**config.mk**
```make
export PLATFORM = sky130hd
export DESIGN_NAME = pcseq_core
export DESIGN_NICKNAME = d
export VERILOG_FILES = /design/src/pcseq_pkg.sv /design/src/pcseq_core.sv
export SDC_FILE = /design/constraint.sdc
export NUM_CORES = 1
export LEC_CHECK = 0
export ABC_AREA = 0
export BUFFER_PORTS_ARGS = -buffer_cell sky130_fd_sc_hd__buf_2
export CORE_UTILIZATION = 44
export CTS_BUF_LIST = sky130_fd_sc_hd__clkbuf_4
export CTS_CLUSTER_DIAMETER = 60
export DETAILED_ROUTE_END_ITERATION = 7
export PLACE_DENSITY = 0.71
export SLEW_MARGIN = 10
export SYNTH_ARGS = -nofsm -noshare
export SYNTH_HDL_FRONTEND = slang
export SYNTH_SLANG_ARGS = --single-unit
```
**constraint.sdc**
```tcl
create_clock -name i_mclk -period 6.3 [get_ports i_mclk]
set_input_delay 0.63 -clock i_mclk [delete_from_list [all_inputs] [get_ports i_mclk]]
set_output_delay 0.63 -clock i_mclk [all_outputs]
set_load 0.01 [all_outputs]
```
**src/pcseq_pkg.sv**
```systemverilog
package pcseq_pkg;
  // address map and vectors
  localparam logic [31:0] PCSEQ_RESET_VEC   = 32'h0000_8000;
  localparam logic [31:0] PCSEQ_PROG_BASE   = 32'h0000_8000;
  localparam logic [31:0] PCSEQ_IRQ_BASE    = 32'h0000_8004;
  localparam logic [31:0] PCSEQ_IRQ_STEP    = 32'h0000_0004;
  localparam logic [3:0]  PCSEQ_IRQ_LAST    = 4'he;
  localparam logic [31:0] PCSEQ_EXC_VEC     = 32'h0000_8080;
  localparam logic [31:0] PCSEQ_LSB_MASK    = 32'hffff_fffe;
  localparam logic [31:0] PCSEQ_INSN_LEN    = 32'h0000_0002;
  localparam logic [15:0] PCSEQ_STK_STEP    = 16'h0002;
  localparam logic [15:0] PCSEQ_SP_RESET    = 16'h0000;
  localparam int          PCSEQ_IE_BIT      = 7;
  localparam int          PCSEQ_HALF        = 16;

  // next-address operations
  typedef enum logic [3:0] {
    PCSEQ_ADVANCE, PCSEQ_FAR_JUMP, PCSEQ_FAR_CALL, PCSEQ_REG_JUMP,
    PCSEQ_REG_CALL, PCSEQ_REG_CALL_PSW, PCSEQ_REL12_BR, PCSEQ_REL12_CALL,
    PCSEQ_REL12_CALL_PSW, PCSEQ_REGREL_BR, PCSEQ_REGREL_CALL,
    PCSEQ_REGREL_CALL_PSW, PCSEQ_COND12, PCSEQ_COND8, PCSEQ_RET, PCSEQ_INTERRUPT_RETURN
  } pcseq_op_t;

  typedef struct packed {
    pcseq_op_t   op;
    logic [15:0] base;
    logic [15:0] src;
    logic [11:0] off12;
    logic [7:0]  off8;
    logic [23:0] a24;
    logic [2:0]  nb;
    logic        taken;
  } pcseq_cmd_t;

  typedef struct packed {
    logic        en;
    logic        we;
    logic [15:0] addr;
    logic [15:0] wdata;
  } pcseq_stk_t;
endpackage

```
**src/pcseq_core.sv**
```systemverilog
`timescale 1ns/10ps
`default_nettype none
module pcseq_core (
  input  wire logic                i_mclk,
  input  wire logic                i_rst_n,
  input  wire logic                i_wdt_rst,
  input  wire logic                i_cmd_valid,
  input  wire pcseq_pkg::pcseq_cmd_t i_cmd,
  output logic                     o_cmd_ready,
  input  wire logic                i_irq_req,
  input  wire logic [3:0]          i_irq_src,
  input  wire logic                i_exc_req,
  output logic                     o_irq_ack,
  input  wire logic [15:0]         i_psw,
  input  wire logic                i_sp_load,
  input  wire logic [15:0]         i_sp_value,
  output logic [15:0]              o_stack_pointer,
  output pcseq_pkg::pcseq_stk_t    o_stk,
  input  wire logic [15:0]         i_stk_rdata,
  output logic                     o_psw_restore_valid,
  output logic [15:0]              o_psw_restore,
  output logic [31:0]              o_pc,
  output logic                     o_fetch_fault,
  input  wire logic [31:0]         i_data_addr,
  output logic                     o_data_low,
  output logic                     o_data_prog
);
  typedef enum {
    PCSEQ_IDLE, PCSEQ_PUSH_LO, PCSEQ_PUSH_HI, PCSEQ_PUSH_PSW,
    PCSEQ_POP_PSW, PCSEQ_POP_HI, PCSEQ_POP_LO, PCSEQ_POP_END
  } pcseq_state_t;

  pcseq_state_t state, next_state;
  logic [31:0]  pc, next_pc;
  logic [31:0]  ret_addr, next_ret_addr;
  logic [15:0]  saved_psw, next_saved_psw;
  logic [15:0]  sp, next_sp;
  logic [15:0]  pop_hi, next_pop_hi;
  logic         with_psw, next_with_psw;
  logic         irq_ack, next_irq_ack;
  logic         fault, next_fault;
  logic         psw_valid, next_psw_valid;
  logic [15:0]  psw_rest, next_psw_rest;
  logic         data_low, data_prog;

  logic [31:0]  seq_pc;
  logic [31:0]  target;
  logic         irq_take;
  logic         exc_take;
  logic [31:0]  off12_x, off8_x, src_x, nb_x;

  // sign and zero extension of the operands
  assign off12_x = {{20{i_cmd.off12[11]}}, i_cmd.off12};
  assign off8_x  = {{24{i_cmd.off8[7]}}, i_cmd.off8};
  assign src_x   = {{16{i_cmd.src[15]}}, i_cmd.src};
  assign nb_x    = {29'h0000_0000, i_cmd.nb};
  assign seq_pc  = pc + nb_x;

  // gating: no interrupt or exception is taken unless enabled and idle
  assign exc_take = (state == PCSEQ_IDLE) && i_exc_req && i_psw[pcseq_pkg::PCSEQ_IE_BIT];
  assign irq_take = (state == PCSEQ_IDLE) && i_irq_req && !i_exc_req
                    && i_psw[pcseq_pkg::PCSEQ_IE_BIT] && (i_irq_src <= pcseq_pkg::PCSEQ_IRQ_LAST);
  assign o_cmd_ready = (state == PCSEQ_IDLE) && !exc_take && !irq_take && !i_wdt_rst;

  // target selection per operation
  always_comb begin
    case (i_cmd.op)
      pcseq_pkg::PCSEQ_FAR_JUMP, pcseq_pkg::PCSEQ_FAR_CALL:
        target = {8'h00, i_cmd.a24};
      pcseq_pkg::PCSEQ_REG_JUMP, pcseq_pkg::PCSEQ_REG_CALL, pcseq_pkg::PCSEQ_REG_CALL_PSW:
        target = {i_cmd.base, i_cmd.src};
      pcseq_pkg::PCSEQ_REL12_BR, pcseq_pkg::PCSEQ_REL12_CALL, pcseq_pkg::PCSEQ_REL12_CALL_PSW:
        target = pc + pcseq_pkg::PCSEQ_INSN_LEN + off12_x;
      pcseq_pkg::PCSEQ_REGREL_BR, pcseq_pkg::PCSEQ_REGREL_CALL, pcseq_pkg::PCSEQ_REGREL_CALL_PSW:
        target = pc + pcseq_pkg::PCSEQ_INSN_LEN + src_x;
      pcseq_pkg::PCSEQ_COND12:
        target = i_cmd.taken ? seq_pc + off12_x : seq_pc;
      pcseq_pkg::PCSEQ_COND8:
        target = i_cmd.taken ? seq_pc + off8_x : seq_pc;
      default:
        target = seq_pc;
    endcase
  end

  // sequencer: vectoring, command decode, stack walk
  always_comb begin
    next_state     = state;
    next_pc        = pc;
    next_ret_addr  = ret_addr;
    next_saved_psw = saved_psw;
    next_sp        = i_sp_load ? i_sp_value : sp;
    next_pop_hi    = pop_hi;
    next_with_psw  = with_psw;
    next_irq_ack   = 1'b0;
    next_fault     = 1'b0;
    next_psw_valid = 1'b0;
    next_psw_rest  = psw_rest;
    case (state)
      PCSEQ_IDLE: begin
        if (exc_take || irq_take) begin
          next_ret_addr  = pc;
          next_saved_psw = i_psw;
          next_with_psw  = 1'b1;
          next_irq_ack   = 1'b1;
          next_state     = PCSEQ_PUSH_LO;
          if (exc_take) begin
            next_pc = pcseq_pkg::PCSEQ_EXC_VEC;
          end else begin
            next_pc = pcseq_pkg::PCSEQ_IRQ_BASE
                      + pcseq_pkg::PCSEQ_IRQ_STEP * {28'h000_0000, i_irq_src};
          end
        end else if (i_cmd_valid) begin
          next_ret_addr  = seq_pc;
          next_saved_psw = i_psw;
          case (i_cmd.op)
            pcseq_pkg::PCSEQ_RET: begin
              next_with_psw = 1'b0;
              next_state    = PCSEQ_POP_HI;
            end
            pcseq_pkg::PCSEQ_INTERRUPT_RETURN: begin
              next_with_psw = 1'b1;
              next_state    = PCSEQ_POP_PSW;
            end
            default: begin
              // a target in the low region would fetch data: divert to exception
              if (target < pcseq_pkg::PCSEQ_PROG_BASE) begin
                next_pc    = pcseq_pkg::PCSEQ_EXC_VEC;
                next_fault = 1'b1;
              end else begin
                next_pc = target & pcseq_pkg::PCSEQ_LSB_MASK;
              end
              if (i_cmd.op == pcseq_pkg::PCSEQ_FAR_CALL || i_cmd.op == pcseq_pkg::PCSEQ_REG_CALL
                  || i_cmd.op == pcseq_pkg::PCSEQ_REL12_CALL
                  || i_cmd.op == pcseq_pkg::PCSEQ_REGREL_CALL) begin
                next_with_psw = 1'b0;
                next_state    = PCSEQ_PUSH_LO;
              end else if (i_cmd.op == pcseq_pkg::PCSEQ_REG_CALL_PSW
                  || i_cmd.op == pcseq_pkg::PCSEQ_REL12_CALL_PSW
                  || i_cmd.op == pcseq_pkg::PCSEQ_REGREL_CALL_PSW) begin
                next_with_psw = 1'b1;
                next_state    = PCSEQ_PUSH_LO;
              end
            end
          endcase
        end
      end
      PCSEQ_PUSH_LO: begin
        next_sp    = sp + pcseq_pkg::PCSEQ_STK_STEP;
        next_state = PCSEQ_PUSH_HI;
      end
      PCSEQ_PUSH_HI: begin
        next_sp    = sp + pcseq_pkg::PCSEQ_STK_STEP;
        next_state = with_psw ? PCSEQ_PUSH_PSW : PCSEQ_IDLE;
      end
      PCSEQ_PUSH_PSW: begin
        next_sp    = sp + pcseq_pkg::PCSEQ_STK_STEP;
        next_state = PCSEQ_IDLE;
      end
      PCSEQ_POP_PSW: begin
        next_sp    = sp - pcseq_pkg::PCSEQ_STK_STEP;
        next_state = PCSEQ_POP_HI;
      end
      PCSEQ_POP_HI: begin
        // ram answers one cycle after each read
        if (with_psw) begin
          next_psw_rest  = i_stk_rdata;
          next_psw_valid = 1'b1;
        end
        next_sp    = sp - pcseq_pkg::PCSEQ_STK_STEP;
        next_state = PCSEQ_POP_LO;
      end
      PCSEQ_POP_LO: begin
        next_pop_hi = i_stk_rdata;
        next_sp     = sp - pcseq_pkg::PCSEQ_STK_STEP;
        next_state  = PCSEQ_POP_END;
      end
      PCSEQ_POP_END: begin
        next_pc    = {pop_hi, i_stk_rdata} & pcseq_pkg::PCSEQ_LSB_MASK;
        next_state = PCSEQ_IDLE;
      end
      default: next_state = PCSEQ_IDLE;
    endcase
    // watchdog overrides next pc and state; sp, ack and fault still follow the case above
    if (i_wdt_rst) begin
      next_pc    = pcseq_pkg::PCSEQ_RESET_VEC;
      next_state = PCSEQ_IDLE;
    end
  end

  always_ff @(posedge i_mclk or negedge i_rst_n) begin
    if (!i_rst_n) begin
      state     <= PCSEQ_IDLE;
      pc        <= pcseq_pkg::PCSEQ_RESET_VEC;
      ret_addr  <= pcseq_pkg::PCSEQ_RESET_VEC;
      saved_psw <= 16'h0000;
      sp        <= pcseq_pkg::PCSEQ_SP_RESET;
      pop_hi    <= 16'h0000;
      with_psw  <= 1'b0;
      irq_ack   <= 1'b0;
      fault     <= 1'b0;
      psw_valid <= 1'b0;
      psw_rest  <= 16'h0000;
    end else begin
      state     <= next_state;
      pc        <= next_pc;
      ret_addr  <= next_ret_addr;
      saved_psw <= next_saved_psw;
      sp        <= next_sp;
      pop_hi    <= next_pop_hi;
      with_psw  <= next_with_psw;
      irq_ack   <= next_irq_ack;
      fault     <= next_fault;
      psw_valid <= next_psw_valid;
      psw_rest  <= next_psw_rest;
    end
  end

  // stack port is driven from registered state only
  always_comb begin
    o_stk.en    = (state != PCSEQ_IDLE) && (state != PCSEQ_POP_END);
    o_stk.we    = (state == PCSEQ_PUSH_LO) || (state == PCSEQ_PUSH_HI)
                  || (state == PCSEQ_PUSH_PSW);
    o_stk.addr  = o_stk.we ? sp : sp - pcseq_pkg::PCSEQ_STK_STEP;
    case (state)
      PCSEQ_PUSH_LO:  o_stk.wdata = ret_addr[pcseq_pkg::PCSEQ_HALF-1:0];
      PCSEQ_PUSH_HI:  o_stk.wdata = ret_addr[31:pcseq_pkg::PCSEQ_HALF];
      PCSEQ_PUSH_PSW: o_stk.wdata = saved_psw;
      default:        o_stk.wdata = 16'h0000;
    endcase
  end

  // data region decode, registered; both regions accept data access
  always_comb begin
    data_low  = i_data_addr < pcseq_pkg::PCSEQ_PROG_BASE;
    data_prog = !data_low;
  end

  always_ff @(posedge i_mclk or negedge i_rst_n) begin
    if (!i_rst_n) begin
      o_data_low  <= 1'b0;
      o_data_prog <= 1'b0;
    end else begin
      o_data_low  <= data_low;
      o_data_prog <= data_prog;
    end
  end

  assign o_pc                = pc;
  assign o_stack_pointer     = sp;
  assign o_irq_ack           = irq_ack;
  assign o_fetch_fault       = fault;
  assign o_psw_restore_valid = psw_valid;
  assign o_psw_restore       = psw_rest;

  // checks
  property p_lsb;
    @(posedge i_mclk) disable iff (!i_rst_n) o_pc[0] == 1'b0;
  endproperty
  a_lsb: assert property (p_lsb) else $error("pc bit zero set");
  property p_wdt;
    @(posedge i_mclk) disable iff (!i_rst_n) i_wdt_rst |=> o_pc == pcseq_pkg::PCSEQ_RESET_VEC;
  endproperty
  a_wdt: assert property (p_wdt) else $error("watchdog did not vector");
  property p_ie;
    @(posedge i_mclk) disable iff (!i_rst_n)
      !$past(i_psw[pcseq_pkg::PCSEQ_IE_BIT]) |-> !o_irq_ack;
  endproperty
  a_ie: assert property (p_ie) else $error("interrupt without enable");
  property p_vec;
    @(posedge i_mclk) disable iff (!i_rst_n)
      o_irq_ack && !$past(i_wdt_rst) |-> o_pc[31:8] == 24'h00_0080 && o_pc[1:0] == 2'b00;
  endproperty
  a_vec: assert property (p_vec) else $error("bad vector");
  property p_fetch;
    @(posedge i_mclk) disable iff (!i_rst_n) o_pc >= 32'h0000_8000;
  endproperty
  a_fetch: assert property (p_fetch) else $error("pc in low region");
  // ack coincides with the first push state, so six bytes are in after three edges
  property p_push6;
    @(posedge i_mclk) disable iff (!i_rst_n)
      o_irq_ack && !i_wdt_rst ##1 !i_wdt_rst ##1 !i_wdt_rst
      |=> o_stack_pointer == $past(o_stack_pointer, 3) + 16'h0006;
  endproperty
  a_push6: assert property (p_push6) else $error("status push not six");
  property p_push4;
    @(posedge i_mclk) disable iff (!i_rst_n)
      state == PCSEQ_PUSH_LO && !with_psw && !i_wdt_rst ##1 !i_wdt_rst
      |=> state == PCSEQ_IDLE && o_stack_pointer == $past(o_stack_pointer, 2) + 16'h0004;
  endproperty
  a_push4: assert property (p_push4) else $error("plain push not four");
  logic fault_next_pc;
  assign fault_next_pc = target < pcseq_pkg::PCSEQ_PROG_BASE;
  property p_adv;
    @(posedge i_mclk) disable iff (!i_rst_n)
      o_cmd_ready && i_cmd_valid && i_cmd.op == pcseq_pkg::PCSEQ_ADVANCE && !fault_next_pc
      |=> o_pc == (($past(o_pc) + {29'h0, $past(i_cmd.nb)}) & 32'hffff_fffe);
  endproperty
  a_adv: assert property (p_adv) else $error("advance wrong");
  property p_ret;
    @(posedge i_mclk) disable iff (!i_rst_n)
      o_cmd_ready && i_cmd_valid && i_cmd.op == pcseq_pkg::PCSEQ_RET ##1 (!i_wdt_rst)[*3]
      |=> o_pc[15:0] == ($past(i_stk_rdata) & 16'hfffe);
  endproperty
  a_ret: assert property (p_ret) else $error("return not from stack");
  c_irq: cover property (@(posedge i_mclk) disable iff (!i_rst_n) o_irq_ack);
  c_interrupt_return: cover property (@(posedge i_mclk) disable iff (!i_rst_n) o_psw_restore_valid);
  c_fault: cover property (@(posedge i_mclk) disable iff (!i_rst_n) o_fetch_fault);
endmodule
`default_nettype wire

```
# Yosys cells after proc, flatten, opt, wreduce, memory -nomap -nowiden
# Cells that the tools add are included.
totals:
  ff_bits: 166
  latchBits: 0
  ramBits: 0
  mem_bits_ro: 0
  input_bits: 175
  output_inout_bits: 104
  word_cells: 136
  memories: 0
op_classes:
  addsub: 9
  multipliers: 0
  div_mod_pow: 0
  magnitude_cmp: 3
  eq_ne: 29
  shift: 0
  muxes: 40
  bitwise: 0
  n_reduce_logical: 42
ops:
  columns: ["operator", "n"]
  rows:
  - ["two-way mux 32 bit", 14]
  - ["one-hot mux 32 bit (6 select lines)", 2]
  - ["== test 32 x 3 -> 1 bit, second input constant", 6]
  - ["adder 32 bit", 4]
  - ["one-hot mux 32 bit (2 select lines)", 2]
  - ["== test 32 x 2 -> 1 bit, second input constant", 3]
  - ["logical NOT 32 bit", 2]
  - ["< comparator 32 x 16 -> 1 bit, second input constant", 2]
  - ["two-way mux 16 bit", 4]
  - ["one-hot mux 16 bit (3 select lines)", 1]
  - ["adder 32 x 2 -> 32 bit, second input constant", 1]
  - ["adder 32 x 3 -> 32 bit", 1]
  - ["== test 32 x 1 -> 1 bit, second input constant", 1]
  - ["== test 4 bit, second input constant", 8]
  - ["inequality test 32 x 4 -> 1 bit, second input constant", 1]
  - ["one-hot mux 16 bit (2 select lines)", 1]
  - ["nonzero test 32 bit", 1]
  - ["adder 16 x 6 -> 17 bit, first input constant", 1]
  - ["two-way mux 17 bit", 1]
  - ["adder 16 x 2 -> 16 bit, second input constant", 1]
  - ["== test 4 x 3 -> 1 bit, second input constant", 4]
  - ["subtractor 16 x 2 -> 16 bit, second input constant", 1]
  - ["OR reduction 3 bit", 5]
  - ["two-way mux 1 bit", 13]
  - ["other kinds (16)", 43]

# Depth between registers and ports, before layout
logic_depth:
  word_depth: 11
  depth_mapped: 23
  mapped_depth_nobuf: 20

# Worst setup path after synthesis
# No wires, ideal clock.
synth_timing:
  kind: "input to register"
  start: "in i_cmd[2] in the netlist's numbering"
  end: "reg pc[10] (netlist: o_pc[10])"
  setup_time_ns: 0.130
  t_arrival_ns: 4.887
  t_required_ns: 6.170
  path_slack_ns: 1.283
  path_stages: 22
  path_buffers: 3
  path_cell_list: "ha_1 -> inv_1 -> fa_1 -> clkbuf_1 -> nand4b_1 -> nor4_2 -> nand4_1 -> xnor2_1 -> ha_1 -> clkbuf_1 -> a21oi_1 -> o21ai_1 -> a31o_2 -> a221o_1 -> a21oi_1 -> xnor2_1 -> a22o_1 -> nor4_1 -> nand4_1 -> nor3_4 -> buf_6 -> o31ai_1"
synth_via:
  elab_chain_cells: 11
  word_cells_on_any_way: 13
  cone_classes: "3 x add/sub; 1 x order compare; 9 x mux"
synth_rtl:
  columns: ["item", "line_no", "text"]
  rows:
  - ["from (decl)", "pcseq_core.sv:8", "input wire pcseq_pkg::pcseq_cmd_t i_cmd,"]
  - ["adder 32 x 3 -> 32 bit (*)", "pcseq_core.sv:57", "assign seq_pc = pc + nb_x;"]
  - ["adder 32 bit, on equally long branches", "pcseq_core.sv:79, pcseq_core.sv:77", null]
  - ["two-way mux 32 bit, on equally long branches", "pcseq_core.sv:79, pcseq_core.sv:77", null]
  - ["one-hot mux 32 bit (6 select lines) (*)", "pcseq_core.sv:67", "case (i_cmd.op)"]
  - ["< comparator 32 x 16 -> 1 bit", null, null]
  - ["two-way mux 32 bit (*)", "pcseq_core.sv:126", "if (target < pcseq_pkg::PCSEQ_PROG_BASE) begin"]
  - ["two-way mux 32 bit (*)", "pcseq_core.sv:115", "case (i_cmd.op)"]
  - ["two-way mux 32 bit (*)", "pcseq_core.sv:112", "end else if (i_cmd_valid) begin"]
  - ["two-way mux 32 bit (*)", "pcseq_core.sv:100", "if (exc_take || irq_take) begin"]
  - ["one-hot mux 32 bit (2 select lines) (*)", "pcseq_core.sv:98", "case (state)"]
  - ["two-way mux 32 bit (*)", "pcseq_core.sv:184", "if (i_wdt_rst) begin"]
  - ["to (signal assigned)", "pcseq_core.sv:193", "pc <= pcseq_pkg::PCSEQ_RESET_VEC;"]
  - ["to (signal assigned)", "pcseq_core.sv:205", "pc <= next_pc;"]
  - ["to (decl)", "pcseq_core.sv:34", "logic [31:0] pc, next_pc;"]
# Mark *: on every way between the ends. The rest lies on a longest branch, timed or not. The select of a mux whose other input is x is not followed.
# A chain may end at the register's enable or synchronous reset.

# Worst setup path in the final report
layout_timing:
  start: "reg pc[3] (netlist: o_pc[3])"
  end: "reg pc[6] (netlist: o_pc[6])"
layout_via:
  elab_chain_cells: 11
  word_cells_on_any_way: 16
  cone_classes: "6 x add/sub; 1 x order compare; 9 x mux"
layout_rtl:
  columns: ["item", "line_no"]
  rows:
  - ["adder 32 x 3 -> 32 bit", "pcseq_core.sv:57"]
  - ["adder 32 bit, on equally long branches", "pcseq_core.sv:79, pcseq_core.sv:77"]
  - ["two-way mux 32 bit, on equally long branches", "pcseq_core.sv:79, pcseq_core.sv:77"]
  - ["one-hot mux 32 bit (6 select lines) (*)", "pcseq_core.sv:67"]
  - ["< comparator 32 x 16 -> 1 bit", null]
  - ["two-way mux 32 bit (*)", "pcseq_core.sv:126"]
  - ["two-way mux 32 bit (*)", "pcseq_core.sv:115"]
  - ["two-way mux 32 bit (*)", "pcseq_core.sv:112"]
  - ["two-way mux 32 bit (*)", "pcseq_core.sv:100"]
  - ["one-hot mux 32 bit (2 select lines) (*)", "pcseq_core.sv:98"]
  - ["two-way mux 32 bit (*)", "pcseq_core.sv:184"]
# Marked as above.

==> results.toml <==
[outcome]
outcome = "completed"

[sta]
min_period_ns = 5.88
tightest_slew_ns = 1.15
clock.fmax_ghz = 0.170
fin_crit_sh_pct = 93.4
fin_setup_tns_ns = 0
drv_slew = 0
final_hold_viol_count = 0
hold_ws_ns = 0.0733
skew_ns = 0.0372
setup_ws_ns = 0.418
setup-violations-final = 0
relSlewSlack_pct = 23.1
rsz0062_at_grt = "no"

[synth]
synth_area_leaders = "dfrtp_1, ha_1, mux2_2, xnor2_1, nand2_1"
syn_area_sq_um = 15700
synth_top_area_share_pct = 21.3
async_flop_share_pct = 100
synth_ff_type = "dfrtp_1"
ys_types = 90
synth.largest_area_cell = "dfrtp_1"
ys_seq_area_share_pct = 21.7
syn_avg_cell_area_sq_um = 7.68
synthCells = 2048
syn-num-nets = 2324
synth-edff-count = 0
ys_seq_elements = 136
yosys_warnings = 0

[die]
row_count = 68
die-area_sq_um = 36500
die_h_microns = 191
start_util_pct = 45.1
core_sq_um = 34900
die_x_microns = 191
pin_count = 279

[worst_setup_path]
arrival_ns = 6.34
reg2reg_depth = 18
cp_max_fo = 12
worstSetupStartpointType = "register"
crit_path_end_kind = "register"
cp.required_ns = 6.76
crit_type = "register to register"

[global_route]
grt_use_total_pct = 34.8
grt_pass1_vias = 16135
antenna_found_initial = 2
grt_pass1_wl_microns = 97000
grt_max_degree = 84
grt-ovfl-total = 0

[place]
place_congestion = 1.04
place_area_sq_um = 17700
numPortBuffers = 260
dp_slack_ns = 0.369
dp_hpwl_microns = 52800

[cts]
clock_sinks = 136
cts_buffers = 17
clockBufferDepth = 2
clk-insertion-delay-late_ns = 0.59
path_clk_slew_ns = 0.14
clock-root-buffer = "clkbuf_4"
cts_hold_buffers = 0
cts_tree = "done"
cts_setup_buffers = 0
postCtsResizedCells = 0
h-tree-depth = 4

[drt]
wirelength_microns = 65300
drc = 0
drt_iter0_drc = 1900
wire_per_inst_microns = 23.9
vias_per_cell = 6.43
first_pass_iters = 6
vias = 17567
ant_nets = 0

[power_and_ir_drop]
p_per_area_nw_per_um2 = 307
p_leak_nw = 8.03
ir_drop_mv = 0.213

[job]
drv_cap = 0

[cells_and_area]
postLayoutCellArea_sq_um = 17900
drive_above_1_share_pct = 21.8
finalNetCount = 2537
fin_util_pct = 51.4
area_growth_pct = 14.0

[worst_hold_path]
hp-class = "input port to async pin"
[where the power goes]
part           switching [mW]  leakage, nW  internal [mW]  total, mW
Clock                   0.367        0.144          0.209      0.576
Sequential              0.382         1.72           1.17       1.55
Combinational            2.01         6.17           1.37       3.38
Total                    2.76         8.03           2.74       5.51
[per-layer routing]
metal / global-route usage, % / vias to the layer above / part of all wire, %
met5: 0 / - / 0.026
met4: 13.2 / 2 / 3.9
met3: 5.64 / 147 / 9.6
met2: 55.0 / 1001 / 45
met1: 47.3 / 8433 / 41
li1: - / 7984 / -
[metrics by stage]
stage	instances	power, mW
2_1_floorplan	2048	3.68
3_3_place_gp	2697	4.78
3_5_place_dp	2697	4.84
4_1_cts	2729	5.42
5_1_grt	2730	5.85
6_report	2730	5.51
[state kept, by name, indices dropped and copies added, names as in the netlist]
register and cells:
o_data_prog 1, o_psw_restore 16, with_psw 1, pop_hi 16, ret_addr 32, o_fetch_fault 1
state 3, o_data_low 1, o_stack_pointer 16, o_pc 31, o_psw_restore_valid 1, saved_psw 16
o_irq_ack 1
[cell families after synthesis]
logic type / after synthesis / synth area share (%)
AND/OR/NAND/NOR: 698 / 21.6
AO/OA/AOI/OAI: 629 / 26.4
buffers and inverters: 208 / 5.43
XOR/XNOR: 177 / 9.86
flip-flops: 136 / 21.7
adder cells (fa/ha/maj): 105 / 8.48
multiplexers: 94 / 6.63
other: 1 / 0.0238
[final cells by class]
cell class	count	area, sq um
multi-input cells	1704	11500
well taps	455	569
clock buffers	18	135
diodes	1	2.50
fillers	3424	16900
inverters	51	191
repair buffers	351	2000
flip-flops and latches	136	3410
clock inverters	14	139
[final timing paths]
path | start | end | slack [ns]
max in group asynchronous | i_rst_n | o_pc[20] | 4.97
setup reg to reg | o_pc[3] | o_pc[6] | 0.42
min in group i_mclk | i_sp_value[7] | o_stack_pointer[7] | 0.24
hold / removal | i_rst_n | saved_psw[12] | 0.07
setup / recovery | o_pc[3] | o_pc[6] | 0.42
hold reg to reg | ret_addr[28] | ret_addr[28] | 0.50
[synthesized netlist by cell type, types with 16 or more instances]
cell      number
a211oi_1      20
xnor2_1       99
o21ai_0      137
nand3_1       61
a21o_1        24
a22oi_1       49
clkbuf_1     118
and2_1        21
a21oi_1      153
or3_1         17
a31oi_1       23
dfrtp_1      134
o31ai_1       21
xor2_1        78
nor2_1       159
buf_2         21
o21a_1        21
nor3_1        44
nand2_1      223
and3_1        37
nand4_1       46
a222oi_1      16
ha_1          97
o22ai_1       24
nor2b_1       17
inv_1         49
mux2_2        81
[cells in the final DEF, fill, tap and decap left out, types with 16 or more instances in the layout]
cell type,n
o22ai_1,24
nand2_1,223
nor2b_1,17
buf_4,90
a21oi_1,153
a211oi_1,20
and2_1,21
mux2_2,81
o21a_1,21
nand4_1,46
and3_1,37
o21ai_0,137
xnor2_1,99
a31oi_1,23
inv_1,49
buf_2,259
a22oi_1,49
nand3_1,61
dfrtp_1,134
clkbuf_4,18
a222oi_1,16
ha_1,97
a21o_1,24
o31ai_1,21
nor2_1,159
nor3_1,43
xor2_1,78
or3_1,17
[critical path: stages (launching register included)]
cell	delay, ns
dfrtp_1	0.64
nand3_1	0.30
nor4_2	0.33
buf_4	0.25
nand3_1	0.12
xnor2_1	0.69
ha_1	0.45
a21oi_1	0.24
o21ai_0	0.18
a21oi_1	0.38
o21ai_0	0.16
a211oi_1	0.30
mux2i_1	0.31
xor2_1	0.10
o221ai_1	0.47
nand2b_1	0.28
nor3_4	0.06
buf_12	0.15
o32ai_1	0.32
(Power assumes the default switching activity.)
